**src/cdc_pkg.sv**
```systemverilog
package cdc_pkg;
  // ----------------------------------------
  // register map, word indexes (byte = 4x)
  // ----------------------------------------
  localparam int unsigned REG_W = 9;
  localparam int unsigned A_LSB = 2;
  localparam int unsigned A_MSB = 9;
  localparam logic [7:0] IDX_DAC_IF = 8'h03;
  localparam logic [7:0] IDX_DAC_MUTE = 8'h09;
  localparam logic [7:0] IDX_PWR = 8'h0a;
  localparam logic [7:0] IDX_ADC_IF = 8'h0b;
  localparam logic [7:0] IDX_ADC_MUTE = 8'h0c;
  localparam logic [7:0] IDX_STATUS = 8'h0e;
  // ----------------------------------------
  // reset values
  // ----------------------------------------
  localparam logic [8:0] RST_DAC_IF = 9'h000;
  localparam logic [8:0] RST_DAC_MUTE = 9'h000;
  localparam logic [8:0] RST_PWR = 9'h080;
  localparam logic [8:0] RST_ADC_IF = 9'h040;
  localparam logic [8:0] RST_ADC_MUTE = 9'h000;
  // ----------------------------------------
  // field positions
  // ----------------------------------------
  localparam int unsigned B_PHASE = 6;
  localparam int unsigned B_ZCD = 0;
  localparam int unsigned B_DAC_SOFT_MUTE = 3;
  localparam int unsigned B_DEEMPHASIS_ENABLE = 6;
  localparam int unsigned B_ADC_DIS = 0;
  localparam int unsigned B_DAC_DIS = 1;
  localparam int unsigned B_MPD = 4;
  localparam int unsigned B_MS = 5;
  localparam int unsigned F_RATE = 6;
  localparam int unsigned F_FMT = 0;
  localparam int unsigned F_WL = 2;
  localparam int unsigned B_MUTE_R = 0;
  localparam int unsigned B_MUTE_L = 1;
  localparam int unsigned B_MUTE_ALL = 2;
  localparam int unsigned B_ALRP = 4;
  // ----------------------------------------
  // codes and constants
  // ----------------------------------------
  localparam logic [2:0] RATE_128 = 3'h0;
  localparam logic [2:0] RATE_192 = 3'h1;
  localparam logic [2:0] RATE_256 = 3'h2;
  localparam logic [2:0] RATE_384 = 3'h3;
  localparam logic [2:0] RATE_512 = 3'h4;
  localparam logic [2:0] RATE_768 = 3'h5;
  // master clocks per bit clock, 64 bit clocks per frame
  localparam logic [3:0] DIV_128 = 4'h2;
  localparam logic [3:0] DIV_192 = 4'h3;
  localparam logic [3:0] DIV_256 = 4'h4;
  localparam logic [3:0] DIV_384 = 4'h6;
  localparam logic [3:0] DIV_512 = 4'h8;
  localparam logic [3:0] DIV_768 = 4'hc;
  localparam logic [1:0] FMT_RJ = 2'h0;
  localparam logic [1:0] FMT_DSP = 2'h3;
  localparam logic [1:0] WL_16 = 2'h0;
  localparam logic [1:0] WL_20 = 2'h1;
  localparam logic [1:0] WL_32 = 2'h3;
  localparam logic [23:0] MASK_16 = 24'hffff00;
  localparam logic [23:0] MASK_20 = 24'hfffff0;
  localparam logic [23:0] MASK_FULL = 24'hffffff;
  localparam logic [7:0] GAIN_MAX = 8'hff;
  localparam logic [7:0] GAIN_MIN = 8'h00;
  localparam logic [7:0] GAIN_STEP = 8'h01;
  typedef enum logic [1:0] {SM_OPEN, SM_DOWN, SM_SHUT, SM_UP} cdc_smute_t;
endpackage : cdc_pkg

```
**src/cdc_clkgen.sv**
```systemverilog
`timescale 1ns/1ns
// frame and bit clock divider from the master clock
module cdc_clkgen (
  input wire logic pclk,
  input wire logic presetn,
  input wire logic enable,
  input wire logic [3:0] div,
  output logic bclk_q,
  output logic lrclk_q
);
  logic [3:0] cyc_q;
  logic [3:0] cyc_d;
  logic [5:0] bit_q;
  logic [5:0] bit_d;
  logic wrap;

  // >= guards against a ratio shrinking mid-period
  assign wrap = (cyc_q >= div - 4'h1);

  // next counter values
  always_comb begin
    cyc_d = wrap ? 4'h0 : cyc_q + 4'h1;
    bit_d = wrap ? bit_q + 6'h01 : bit_q;
  end

  // ------------------------------------
  // divider state
  // ------------------------------------
  // frame aligned bits
  always_ff @(posedge pclk or negedge presetn) begin
    if (!presetn) begin
      cyc_q <= 4'h0;
      bit_q <= 6'h00;
      bclk_q <= 1'b0;
      lrclk_q <= 1'b0;
    end else if (!enable) begin
      cyc_q <= 4'h0;
      bit_q <= 6'h00;
      bclk_q <= 1'b0;
      lrclk_q <= 1'b0;
    end else begin
      cyc_q <= cyc_d;
      bit_q <= bit_d;
      bclk_q <= (cyc_d >= (div >> 1)); // odd ratios get a long high
      lrclk_q <= bit_d[5];
    end
  end
endmodule : cdc_clkgen

```
**src/cdc_ctrl_regs.sv**
```systemverilog
// Decided for this implementation: the APB slave port.
`timescale 1ns/1ns
// Function
// - phase bit inverts dac output
// - volume waits for zero cross unless disabled
// - soft mute ramps gain at filter input
// - routing off, powerdown, zero attenuation mute abruptly
// - adc right, left, both mute bits
// - de-emphasis bit enables dac filter
// - adc disable bit selects low power
// - adc filters held reset while disabled
// - dac disable bit selects low power
// - master power down kills references
// - master select drives frame, bit clocks
// - ratio field sets 256 to 768 fs
// - ratio codes 128, 192 fs dac only
// - adc format field selects serial format
// - adc word length field 16 to 32
// - adc words are signed two's complement
// - dsp mode polarity picks mode a or b
module cdc_ctrl_regs (
  input wire logic pclk,
  input wire logic presetn,
  input wire logic psel,
  input wire logic penable,
  input wire logic pwrite,
  input wire logic [11:0] paddr,
  input wire logic [31:0] pwdata,
  output logic [31:0] prdata,
  output logic pready,
  output logic pslverr,
  input wire logic [23:0] dac_sample,
  input wire logic dac_sample_valid,
  output logic [23:0] dac_data,
  output logic [7:0] dac_gain,
  output logic dac_hard_mute,
  input wire logic [7:0] vol_target,
  input wire logic vol_update,
  output logic [7:0] vol_applied,
  input wire logic [3:0] dac_output_routing,
  input wire logic powerdown_bit,
  input wire logic atten_zero,
  output logic deemphasis_enable,
  output logic dac_disable,
  output logic adc_disable,
  output logic adc_filter_reset,
  output logic master_power_down,
  input wire logic [23:0] adc_left_in,
  input wire logic [23:0] adc_right_in,
  output logic [31:0] adc_left_word,
  output logic [31:0] adc_right_word,
  output logic [1:0] adc_format_select,
  output logic [1:0] adc_word_length,
  output logic adc_dsp_mode_b,
  input wire logic dac_frame_clock_i,
  output logic dac_frame_clock_o,
  output logic dac_frame_clock_oe_n,
  input wire logic dac_bit_clock_i,
  output logic dac_bit_clock_o,
  output logic dac_bit_clock_oe_n
);
  // ----------------------------------------
  // register storage
  // ----------------------------------------
  logic [8:0] dac_if_q;
  logic [8:0] dac_mute_q;
  logic [8:0] pwr_q;
  logic [8:0] adc_if_q;
  logic [8:0] adc_mute_q;
  logic [7:0] idx;
  logic hit;
  logic wr_en;
  logic [8:0] rd_mux;
  logic [8:0] status;
  logic dac_master_select;
  logic zero_cross_disable;
  logic dac_soft_mute;
  logic [2:0] dac_clock_ratio;
  logic [3:0] div;
  logic gen_bclk;
  logic gen_lrclk;
  logic [1:0] lr_sync_q;
  logic [1:0] bc_sync_q;
  logic vol_pending_q;
  logic [7:0] vol_target_q;
  logic [7:0] vol_applied_q;
  logic prev_sign_q;
  logic zero_cross;
  cdc_pkg::cdc_smute_t sm_q;
  logic [7:0] gain_q;
  logic hard_mute_q;
  logic [23:0] dac_data_q;
  logic [23:0] wl_mask;
  logic mute_l;
  logic mute_r;
  logic [31:0] adc_l_q;
  logic [31:0] adc_r_q;
  logic [31:0] prdata_q;

  assign idx = paddr[cdc_pkg::A_MSB:cdc_pkg::A_LSB];
  assign hit = (paddr[1:0] == 2'h0) &&
               (idx == cdc_pkg::IDX_DAC_IF || idx == cdc_pkg::IDX_DAC_MUTE ||
                idx == cdc_pkg::IDX_PWR || idx == cdc_pkg::IDX_ADC_IF ||
                idx == cdc_pkg::IDX_ADC_MUTE || idx == cdc_pkg::IDX_STATUS) &&
               (paddr[11:10] == 2'h0);
  // writes land only at the access edge; pready is always high
  assign wr_en = psel && penable && pwrite && hit;
  assign pready = 1'b1;
  assign pslverr = psel && penable && !hit;

  // register writes, one word per register
  always_ff @(posedge pclk or negedge presetn) begin
    if (!presetn) begin
      dac_if_q <= cdc_pkg::RST_DAC_IF;
      dac_mute_q <= cdc_pkg::RST_DAC_MUTE;
      pwr_q <= cdc_pkg::RST_PWR;
      adc_if_q <= cdc_pkg::RST_ADC_IF;
      adc_mute_q <= cdc_pkg::RST_ADC_MUTE;
    end else if (wr_en) begin
      case (idx)
        cdc_pkg::IDX_DAC_IF: dac_if_q <= pwdata[8:0];
        cdc_pkg::IDX_DAC_MUTE: dac_mute_q <= pwdata[8:0];
        cdc_pkg::IDX_PWR: pwr_q <= pwdata[8:0];
        cdc_pkg::IDX_ADC_IF: adc_if_q <= pwdata[8:0];
        cdc_pkg::IDX_ADC_MUTE: adc_mute_q <= pwdata[8:0];
        default: ;
      endcase
    end
  end

  // status word shows live block state
  assign status = {vol_pending_q, hard_mute_q, gain_q == cdc_pkg::GAIN_MIN,
                   adc_filter_reset, dac_master_select, lr_sync_q[1], bc_sync_q[1],
                   sm_q == cdc_pkg::SM_SHUT, 1'b0};

  // read mux, reserved bits read zero
  always_comb begin
    case (idx)
      cdc_pkg::IDX_DAC_IF: rd_mux = dac_if_q;
      cdc_pkg::IDX_DAC_MUTE: rd_mux = dac_mute_q;
      cdc_pkg::IDX_PWR: rd_mux = pwr_q;
      cdc_pkg::IDX_ADC_IF: rd_mux = adc_if_q;
      cdc_pkg::IDX_ADC_MUTE: rd_mux = adc_mute_q;
      cdc_pkg::IDX_STATUS: rd_mux = status;
      default: rd_mux = 9'h000;
    endcase
  end

  // read data captured in the setup cycle so prdata comes from a flop
  always_ff @(posedge pclk or negedge presetn) begin
    if (!presetn) begin
      prdata_q <= 32'h0000_0000;
    end else if (psel && !penable) begin
      prdata_q <= {23'h000000, hit ? rd_mux : 9'h000};
    end
  end
  assign prdata = prdata_q;

  // ----------------------------------------
  // field decode
  // ----------------------------------------
  assign zero_cross_disable = dac_mute_q[cdc_pkg::B_ZCD];
  assign dac_soft_mute = dac_mute_q[cdc_pkg::B_DAC_SOFT_MUTE];
  assign deemphasis_enable = dac_mute_q[cdc_pkg::B_DEEMPHASIS_ENABLE];
  assign adc_disable = pwr_q[cdc_pkg::B_ADC_DIS];
  assign dac_disable = pwr_q[cdc_pkg::B_DAC_DIS];
  assign master_power_down = pwr_q[cdc_pkg::B_MPD];
  // filters held in reset; master down also covers it
  assign adc_filter_reset = adc_disable || master_power_down;
  assign dac_master_select = pwr_q[cdc_pkg::B_MS];
  assign dac_clock_ratio = pwr_q[cdc_pkg::F_RATE +: 3];
  assign adc_format_select = adc_if_q[cdc_pkg::F_FMT +: 2];
  assign adc_word_length = adc_if_q[cdc_pkg::F_WL +: 2];
  assign adc_dsp_mode_b = (adc_format_select == cdc_pkg::FMT_DSP) &&
                          adc_mute_q[cdc_pkg::B_ALRP];

  // ----------------------------------------
  // dac frame and bit clocks
  // ----------------------------------------
  // ratio to divider
  always_comb begin
    case (dac_clock_ratio)
      cdc_pkg::RATE_128: div = cdc_pkg::DIV_128;
      cdc_pkg::RATE_192: div = cdc_pkg::DIV_192;
      cdc_pkg::RATE_256: div = cdc_pkg::DIV_256;
      cdc_pkg::RATE_384: div = cdc_pkg::DIV_384;
      cdc_pkg::RATE_512: div = cdc_pkg::DIV_512;
      cdc_pkg::RATE_768: div = cdc_pkg::DIV_768;
      default: div = cdc_pkg::DIV_256; // undefined codes fall back to reset rate
    endcase
  end

  cdc_clkgen u_clkgen (
    .pclk(pclk),
    .presetn(presetn),
    .enable(dac_master_select),
    .div(div),
    .bclk_q(gen_bclk),
    .lrclk_q(gen_lrclk)
  );

  assign dac_frame_clock_o = gen_lrclk;
  assign dac_bit_clock_o = gen_bclk;
  assign dac_frame_clock_oe_n = !dac_master_select;
  assign dac_bit_clock_oe_n = !dac_master_select;

  always_ff @(posedge pclk or negedge presetn) begin
    if (!presetn) begin
      lr_sync_q <= 2'h0;
      bc_sync_q <= 2'h0;
    end else begin
      lr_sync_q <= {lr_sync_q[0], dac_frame_clock_i};
      bc_sync_q <= {bc_sync_q[0], dac_bit_clock_i};
    end
  end

  // ----------------------------------------
  // volume with zero-cross gating
  // ----------------------------------------
  assign zero_cross = dac_sample_valid &&
                      ((dac_sample[23] != prev_sign_q) || (dac_sample == 24'h000000));

  always_ff @(posedge pclk or negedge presetn) begin
    if (!presetn) begin
      vol_pending_q <= 1'b0;
      vol_target_q <= cdc_pkg::GAIN_MAX;
      vol_applied_q <= cdc_pkg::GAIN_MAX;
      prev_sign_q <= 1'b0;
    end else begin
      if (dac_sample_valid) begin
        prev_sign_q <= dac_sample[23];
      end
      if (vol_update) begin
        vol_target_q <= vol_target;
        vol_pending_q <= 1'b1; // new request wins over an apply
      end else if (vol_pending_q && (zero_cross_disable || zero_cross)) begin
        vol_applied_q <= vol_target_q;
        vol_pending_q <= 1'b0;
      end
    end
  end
  assign vol_applied = vol_applied_q;

  // ----------------------------------------
  // soft mute ramp, one step per sample
  // ----------------------------------------
  // soft mute ramp
  always_ff @(posedge pclk or negedge presetn) begin
    if (!presetn) begin
      sm_q <= cdc_pkg::SM_OPEN;
      gain_q <= cdc_pkg::GAIN_MAX;
    end else begin
      case (sm_q)
        cdc_pkg::SM_OPEN: begin
          if (dac_soft_mute) sm_q <= cdc_pkg::SM_DOWN;
        end
        cdc_pkg::SM_DOWN: begin
          if (!dac_soft_mute) begin
            sm_q <= cdc_pkg::SM_UP;
          end else if (gain_q == cdc_pkg::GAIN_MIN) begin
            sm_q <= cdc_pkg::SM_SHUT;
          end else if (dac_sample_valid) begin
            gain_q <= gain_q - cdc_pkg::GAIN_STEP;
          end
        end
        cdc_pkg::SM_SHUT: begin
          if (!dac_soft_mute) sm_q <= cdc_pkg::SM_UP;
        end
        cdc_pkg::SM_UP: begin
          if (dac_soft_mute) begin
            sm_q <= cdc_pkg::SM_DOWN;
          end else if (gain_q == cdc_pkg::GAIN_MAX) begin
            sm_q <= cdc_pkg::SM_OPEN;
          end else if (dac_sample_valid) begin
            gain_q <= gain_q + cdc_pkg::GAIN_STEP;
          end
        end
        default: sm_q <= cdc_pkg::SM_OPEN;
      endcase
    end
  end
  assign dac_gain = gain_q;

  // ----------------------------------------
  // dac datapath
  // ----------------------------------------
  // abrupt mute, no ramp
  always_ff @(posedge pclk or negedge presetn) begin
    if (!presetn) begin
      hard_mute_q <= 1'b0;
      dac_data_q <= 24'h000000;
    end else begin
      hard_mute_q <= (dac_output_routing == 4'h0) || powerdown_bit || atten_zero;
      if ((dac_output_routing == 4'h0) || powerdown_bit || atten_zero) begin
        dac_data_q <= 24'h000000;
      end else if (dac_sample_valid) begin
        dac_data_q <= dac_if_q[cdc_pkg::B_PHASE] ? 24'h000000 - dac_sample : dac_sample;
      end
    end
  end
  assign dac_hard_mute = hard_mute_q;
  assign dac_data = dac_data_q;

  // ----------------------------------------
  // adc words, signed and left aligned
  // ----------------------------------------
  always_comb begin
    case (adc_word_length)
      cdc_pkg::WL_16: wl_mask = cdc_pkg::MASK_16;
      cdc_pkg::WL_20: wl_mask = cdc_pkg::MASK_20;
      default: wl_mask = cdc_pkg::MASK_FULL;
    endcase
  end

  assign mute_r = adc_mute_q[cdc_pkg::B_MUTE_R] || adc_mute_q[cdc_pkg::B_MUTE_ALL];
  assign mute_l = adc_mute_q[cdc_pkg::B_MUTE_L] || adc_mute_q[cdc_pkg::B_MUTE_ALL];

  always_ff @(posedge pclk or negedge presetn) begin
    if (!presetn) begin
      adc_l_q <= 32'h0000_0000;
      adc_r_q <= 32'h0000_0000;
    end else begin
      adc_l_q <= (mute_l || adc_filter_reset) ? 32'h0000_0000
                                              : {adc_left_in & wl_mask, 8'h00};
      adc_r_q <= (mute_r || adc_filter_reset) ? 32'h0000_0000
                                              : {adc_right_in & wl_mask, 8'h00};
    end
  end
  assign adc_left_word = adc_l_q;
  assign adc_right_word = adc_r_q;
endmodule : cdc_ctrl_regs

```
**config.mk**
```make
export PLATFORM = sky130hd
export DESIGN_NAME = cdc_ctrl_regs
export DESIGN_NICKNAME = d
export VERILOG_FILES = /design/src/cdc_pkg.sv /design/src/cdc_clkgen.sv /design/src/cdc_ctrl_regs.sv
export SDC_FILE = /design/constraint.sdc
export NUM_CORES = 1
export LEC_CHECK = 0
export BUFFER_PORTS_ARGS = -buffer_cell sky130_fd_sc_hd__clkbuf_2
export CAP_MARGIN = 20
export CELL_PAD_IN_SITES_DETAIL_PLACEMENT = 1
export CELL_PAD_IN_SITES_GLOBAL_PLACEMENT = 2
export CORE_MARGIN = 2
export CORE_UTILIZATION = 33
export CTS_BUF_LIST = sky130_fd_sc_hd__clkbuf_16
export DETAILED_ROUTE_END_ITERATION = 8
export PLACE_DENSITY = 0.94
export RECOVER_POWER = 50
export SYNTH_ARGS = -nofsm -noshare
export SYNTH_HDL_FRONTEND = slang
export SYNTH_HIERARCHICAL = 1
export SYNTH_SLANG_ARGS = --single-unit
```
**constraint.sdc**
```tcl
create_clock -name pclk -period 7.7 [get_ports pclk]
set_clock_uncertainty 0.1 [all_clocks]
set_input_delay 0.77 -clock pclk [delete_from_list [all_inputs] [get_ports pclk]]
set_output_delay 0.77 -clock pclk [all_outputs]
set_load 0.05 [all_outputs]
```
* Yosys cells after proc, flatten, opt, wreduce, memory -nomap -nowiden
Index checks and enable logic that the tools add are counted.
** Word-level totals
- Bits in registers :: 187
- Bits of input ports :: 139
- Output and inout port bits :: 153
- Logic and storage cells :: 139
** Cells by class
- $add $sub $neg :: 6
- Magnitude comparators :: 2
- Equality and inequality tests :: 28
- Mux-type cells :: 31
- Bitwise logic cells :: 3
- Reductions and logical operators :: 46
** Operators by type and width (number)
- two-way mux 24 bit :: 3
- two-way mux 32 bit :: 2
- one-hot mux 9 bit (6 select lines) :: 1
- bitwise AND 24 bit :: 2
- two-way mux 8 bit :: 6
- == test 8 x 4 -> 1 bit (second input constant) :: 5
- one-hot mux 8 bit (2 select lines) :: 2
- logical NOT 24 bit :: 1
- subtractor 1 x 24 -> 24 bit (first input constant) :: 1
- one-hot mux 4 bit (5 select lines) :: 1
- != test 2 bit (second input constant) :: 8
- logical OR 1 bit :: 14
- two-way mux 2 bit :: 6
- two-way mux 6 bit :: 2
- AND reduction 2 bit :: 6
- logical AND 1 bit :: 10
- two-way mux 9 bit :: 1
- adder 8 x 1 -> 8 bit (second input constant) :: 1
- == test 8 x 2 -> 1 bit (second input constant) :: 1
- == test 8 bit (second input constant) :: 1
- logical NOT 2 bit :: 4
- logical NOT 8 bit :: 1
- two-way mux 4 bit :: 2
- one-hot mux 2 bit (4 select lines) :: 1
- 22 further kinds :: 34

* Longest topological paths before layout
- Depth in word-level cells :: 10
- Depth in mapped cells :: 15
- Depth with buffers taken out :: 14

* Modules after synthesis
Netlist, hierarchy kept.
** By module, submodules not included
- cdc_ctrl_regs :: times used 1, cells each 649, area each 7475.9 um2, seq. area each 4011.3 um2
- cdc_clkgen :: times used 1, cells each 73, area each 690.7 um2, seq. area each 275.3 um2

* Least setup slack after synthesis
Ideal clock, no wire load.
- Path kind :: input-to-output
- Start point :: input paddr[7]
- End point :: output pslverr
- Arrival time :: 2.028 ns
- Required time :: 6.830 ns
- Setup slack :: 4.802 ns
- Cell stages on the path :: 4
- Buffers on the path :: 0
- Cells stage by stage :: or4_1 a21oi_1 nand3_1 and3_1
** Between the ends
- Cells in the longest elaborated chain, start to end :: 10
- Elaborated cells on any way between the ends :: 15
- Classes of those cells :: eq/ne (6); reduce/logical (9)
** Ends and longest elaborated chain
- from (decl) :: line cdc_ctrl_regs.sv:27 : input wire logic [11:0] paddr,
- == test 8 x 2 -> 1 bit / == test 8 x 4 -> 1 bit (equally long branches) :: line cdc_ctrl_regs.sv:102 : (idx == cdc_pkg::IDX_DAC_IF || idx == cdc_pkg::IDX_DAC_MUTE ||
- logical OR 1 bit (2 in series) :: line cdc_ctrl_regs.sv:102
- logical OR 1 bit (2 in series) :: line cdc_ctrl_regs.sv:103 : idx == cdc_pkg::IDX_PWR || idx == cdc_pkg::IDX_ADC_IF ||
- logical OR 1 bit * :: line cdc_ctrl_regs.sv:104 : idx == cdc_pkg::IDX_ADC_MUTE || idx == cdc_pkg::IDX_STATUS) &&
- logical AND 1 bit * :: line cdc_ctrl_regs.sv:101 : assign hit = (paddr[1:0] == 2'h0) &&
- logical AND 1 bit * :: line cdc_ctrl_regs.sv:104
- logical NOT 1 bit * :: line cdc_ctrl_regs.sv:109 : assign pslverr = psel && penable && !hit;
- logical AND 1 bit * :: line cdc_ctrl_regs.sv:109
- to (decl) :: line cdc_ctrl_regs.sv:31 : output logic pslverr,
Every way passes the cells marked *; elsewhere a longest branch is shown, timed or not.

* Final worst setup path
- Start point :: input dac_sample_valid
- End point :: register gain_q[6], in the netlist dac_gain[6]
** Between the ends
- Cells in the longest elaborated chain, start to end :: 2
- Elaborated cells on any way between the ends :: 3
- Classes of those cells :: eq/ne (2); reduce/logical (1)
** Ends and longest elaborated chain
- from (decl) :: line cdc_ctrl_regs.sv:33 : input wire logic dac_sample_valid,
- != test 2 bit (no line)
- AND reduction 7 bit (no line) *
- to (signal assigned) :: line cdc_ctrl_regs.sv:251 : gain_q <= cdc_pkg::GAIN_MAX;
- to (signal assigned) :: line cdc_ctrl_regs.sv:263 : gain_q <= gain_q - cdc_pkg::GAIN_STEP;
- to (signal assigned) :: line cdc_ctrl_regs.sv:275 : gain_q <= gain_q + cdc_pkg::GAIN_STEP;
- to (decl) :: line cdc_ctrl_regs.sv:90 : logic [7:0] gain_q;
Marks and branches as above.
A chain may end at the register's enable or synchronous reset.

==> impl_metrics.tcl <==
set metrics [dict create \
    drv_cap 2 \
    drtAntennaViolNets 0 \
    area_delta_synth_final_pct 22.90 \
    place_ws_ps 4434 \
    grt_pass1_wl_um 35330 \
    yosysMostFrequentCell "dfrtp_1" \
    synth_xor_area_share_pct 3.754 \
    synth_area_mm2 0.008167 \
    synthTopCellsByCount "dfrtp_1, mux2_2, buf_4, nand2_1, and2_1" \
    firstDrtPassIters 4 \
    synth_top_family_by_area "simple AND/OR/NAND/NOR gates" \
    grt_max_degree 112 \
    synthMuxAreaShare_pct 11.28 \
    htreeDepth 4 \
    power_density_mw_per_mm2 252.1 \
    fill_cells 2733 \
    worst_pin_slew_ps 2493 \
    outcome "finished, violations left" \
    hold_ws_ps 273.8 \
    setup_tns_ps 0 \
    slew_viol_final 86 \
    drc 0 \
    dpl.hpwl_um 16280 \
    fin_crit_sh_pct 42.35 \
    holdBufCountCts 0 \
    die_area_mm2 0.02602 \
    async_flop_share_pct 100.0 \
    period_needed_ps 3261 \
    cts_buffer_depth 2 \
    violations "capacitance limit, slew limit" \
    antenna_found_initial 1 \
    track_usage_pct 17.20 \
    via_per_inst 4.809 \
    rsz0062_at_grt "false" \
    multi_input_area_mm2 0.003512 \
    place_congestion 0.7619 \
    root_buffer "clkbuf_16" \
    synth_warnings 6 \
    cts_num_sinks 170 \
    cts_setup_buffers 0 \
    required_ps 7950 \
    clkLatencyLatePin_ps 420 \
    grt_overflow 0 \
    hold_start "lr_sync_q[0]" \
    path_max_fanout 42 \
    relSlewSlack_pct -66.22 \
    cp.arrival_ps 3520 \
    die_h_um 161.3 \
    first_global_vias 6546 \
    fmax_ghz 0.3066 \
    die_x_um 161.3 \
    setup_violations 0 \
    cts_tree "yes" \
    syn_inst 722 \
    wl_per_cell_um 17.31 \
    cp-end-kind "flop" \
    worst_slack_ps 4439 \
    r2r_start "pwr_q[6]" \
    critPathLaunchType "primary input" \
    synthDistinctLibCells 56 \
    hold_viol_final 0 \
    clkPwrFrac_pct 33.0 \
    synthFlopType "dfrtp_1" \
    cts_buffers 17 \
    ios 292 \
    p_int_mw 1.653 \
    crit_start "dac_sample_valid" \
    pwr-share-comb_pct 26.4 \
    swShare_pct 34.68 \
    synthAdderAreaFrac_pct 3.616 \
    via_count 6156 \
    yosys.area.top_type "dfrtp_1" \
    post-route-util_pct 41.27 \
    synth_edf_count 0 \
    ys_seq_area_share_pct 52.49 \
    initial_core_util_pct 33.58 \
    yosys.area_share.simple_pct 12.95 \
    synth.area.top_cells "dfrtp_1, mux2_2, dfstp_2, buf_4, ha_1" \
    ir_worst_vdd_v 0.0001198 \
    clk_pin_slew_ps 70 \
    seqCellArea_mm2 0.004287 \
    synth.top_cell.area_share_pct 44.12 \
    coreArea_mm2 0.02432 \
    synth_seq_cells 170 \
    p_switching_mw 0.8773 \
    drt_iter0_drc 247 \
    syn_avg_cell_area_um2 11.31 \
    cts_resized 0 \
    holdCritPathClass "reg2reg" \
    p_leak_nw 4.858 \
    pwr-share-seq_pct 40.7 \
    io_buffer_count 228 \
    drive_gt1_share_pct 38.43 \
    layout.nets 1104 \
    rows 57 \
    synth_compound_area_share_pct 9.484 \
    dp_cells 1246 \
    stdcell_count 1280 \
    critical_path_class "in2reg" \
    wirelength_um 22160 \
]
[metrics by stage]
| step | instance area (µm²) | power (mW) |
|---|---|---|
| 4_1_cts | 10040 | 2.563 |
| 6_report | 10040 | 2.530 |
| 3_3_place_gp | 9474 | 1.689 |
| 2_1_floorplan | 8309 | 1.551 |
| 5_1_grt | 10030 | 2.663 |
| 3_5_place_dp | 9474 | 1.714 |
[logic make-up (layout without fill, tap and decap cells)]
kind of cell             after synthesis  after routing
AND/OR/NAND/NOR                      197            197
AO/OA/AOI/OAI                        121            121
other                                  2             41
XOR/XNOR                              35             35
flip-flops                           170            170
buffers and inverters                 91            286
adder cells (fa/ha/maj)               23             23
multiplexers                          83             83
[cell type report]
| type | count | area share [%] |
|---|---|---|
| antenna | 1 | 0.02493 |
| tap | 324 | 4.039 |
| clock buffer | 17 | 4.238 |
| timing repair buffer | 234 | 11.84 |
| clock inverter | 15 | 1.409 |
| sequential | 170 | 42.71 |
| multi-input combinational | 499 | 34.99 |
| inverter | 20 | 0.7479 |
[cell usage in the layout, fill, tap and decap left out, types with 14 or more instances in the layout]
cell type,n
nor2_1,36
inv_1,20
clkbuf_16,17
and2_1,17
conb_1,40
xnor2_1,14
a21oi_1,23
o21ai_0,29
mux2_2,71
and2_0,23
dfstp_2,26
ha_1,22
xor2_1,21
clkbuf_2,226
nand2_1,45
dfrtp_1,144
a211oi_1,17
a22oi_1,16
[layer usage]
| metal | global-route usage (%) | routed length [µm] | up-vias |
|---|---|---|---|
| met2 | 29.72 | 11320 | 157 |
| met1 | 20.98 | 9330 | 3090 |
| met3 | 4.571 | 1127 | 26 |
| met5 | 0 | 0 | - |
| met4 | 5.357 | 377 | 0 |
| li1 | - | - | 2883 |
[critical path: stages]
cell	delay (ps)
clkbuf_2	80
clkbuf_1	1270
or4b_2	680
nand2_1	320
mux2_2	380
[power by group through the flow]
stage / logic, mW / clock network (mW) / registers [mW]
2_1_floorplan: 0.359 / 0 / 1.19
3_3_place_gp: 0.647 / 0 / 1.04
3_5_place_dp: 0.669 / 0 / 1.05
4_1_cts: 0.671 / 0.862 / 1.03
5_1_grt: 0.727 / 0.897 / 1.04
6_report: 0.667 / 0.834 / 1.03
[flip-flops by register name, indices dropped and copies added (netlist names), 9 cells and up]
| register | count |
|---|---|
| dac_mute_q | 9 |
| dac_data | 24 |
| adc_right_word | 24 |
| adc_if_q | 9 |
| pwr_q | 9 |
| dac_if_q | 9 |
| prdata | 9 |
| adc_mute_q | 9 |
| adc_left_word | 24 |
[worst paths after layout]
check                                endpoint  slack [ps]  cells past startpoint
min in group asynchronous  adc_right_word[16]        1000                      1
min reg2reg                      lr_sync_q[1]         270                      0
min                              lr_sync_q[1]         270                      0
max in group asynchronous   u_clkgen/cyc_q[2]        4570                      2
max                               dac_gain[6]        4440                      5
max reg2reg                   u_clkgen/bclk_q        4450                     13
Note: power is estimated with default switching activity, not from simulation.
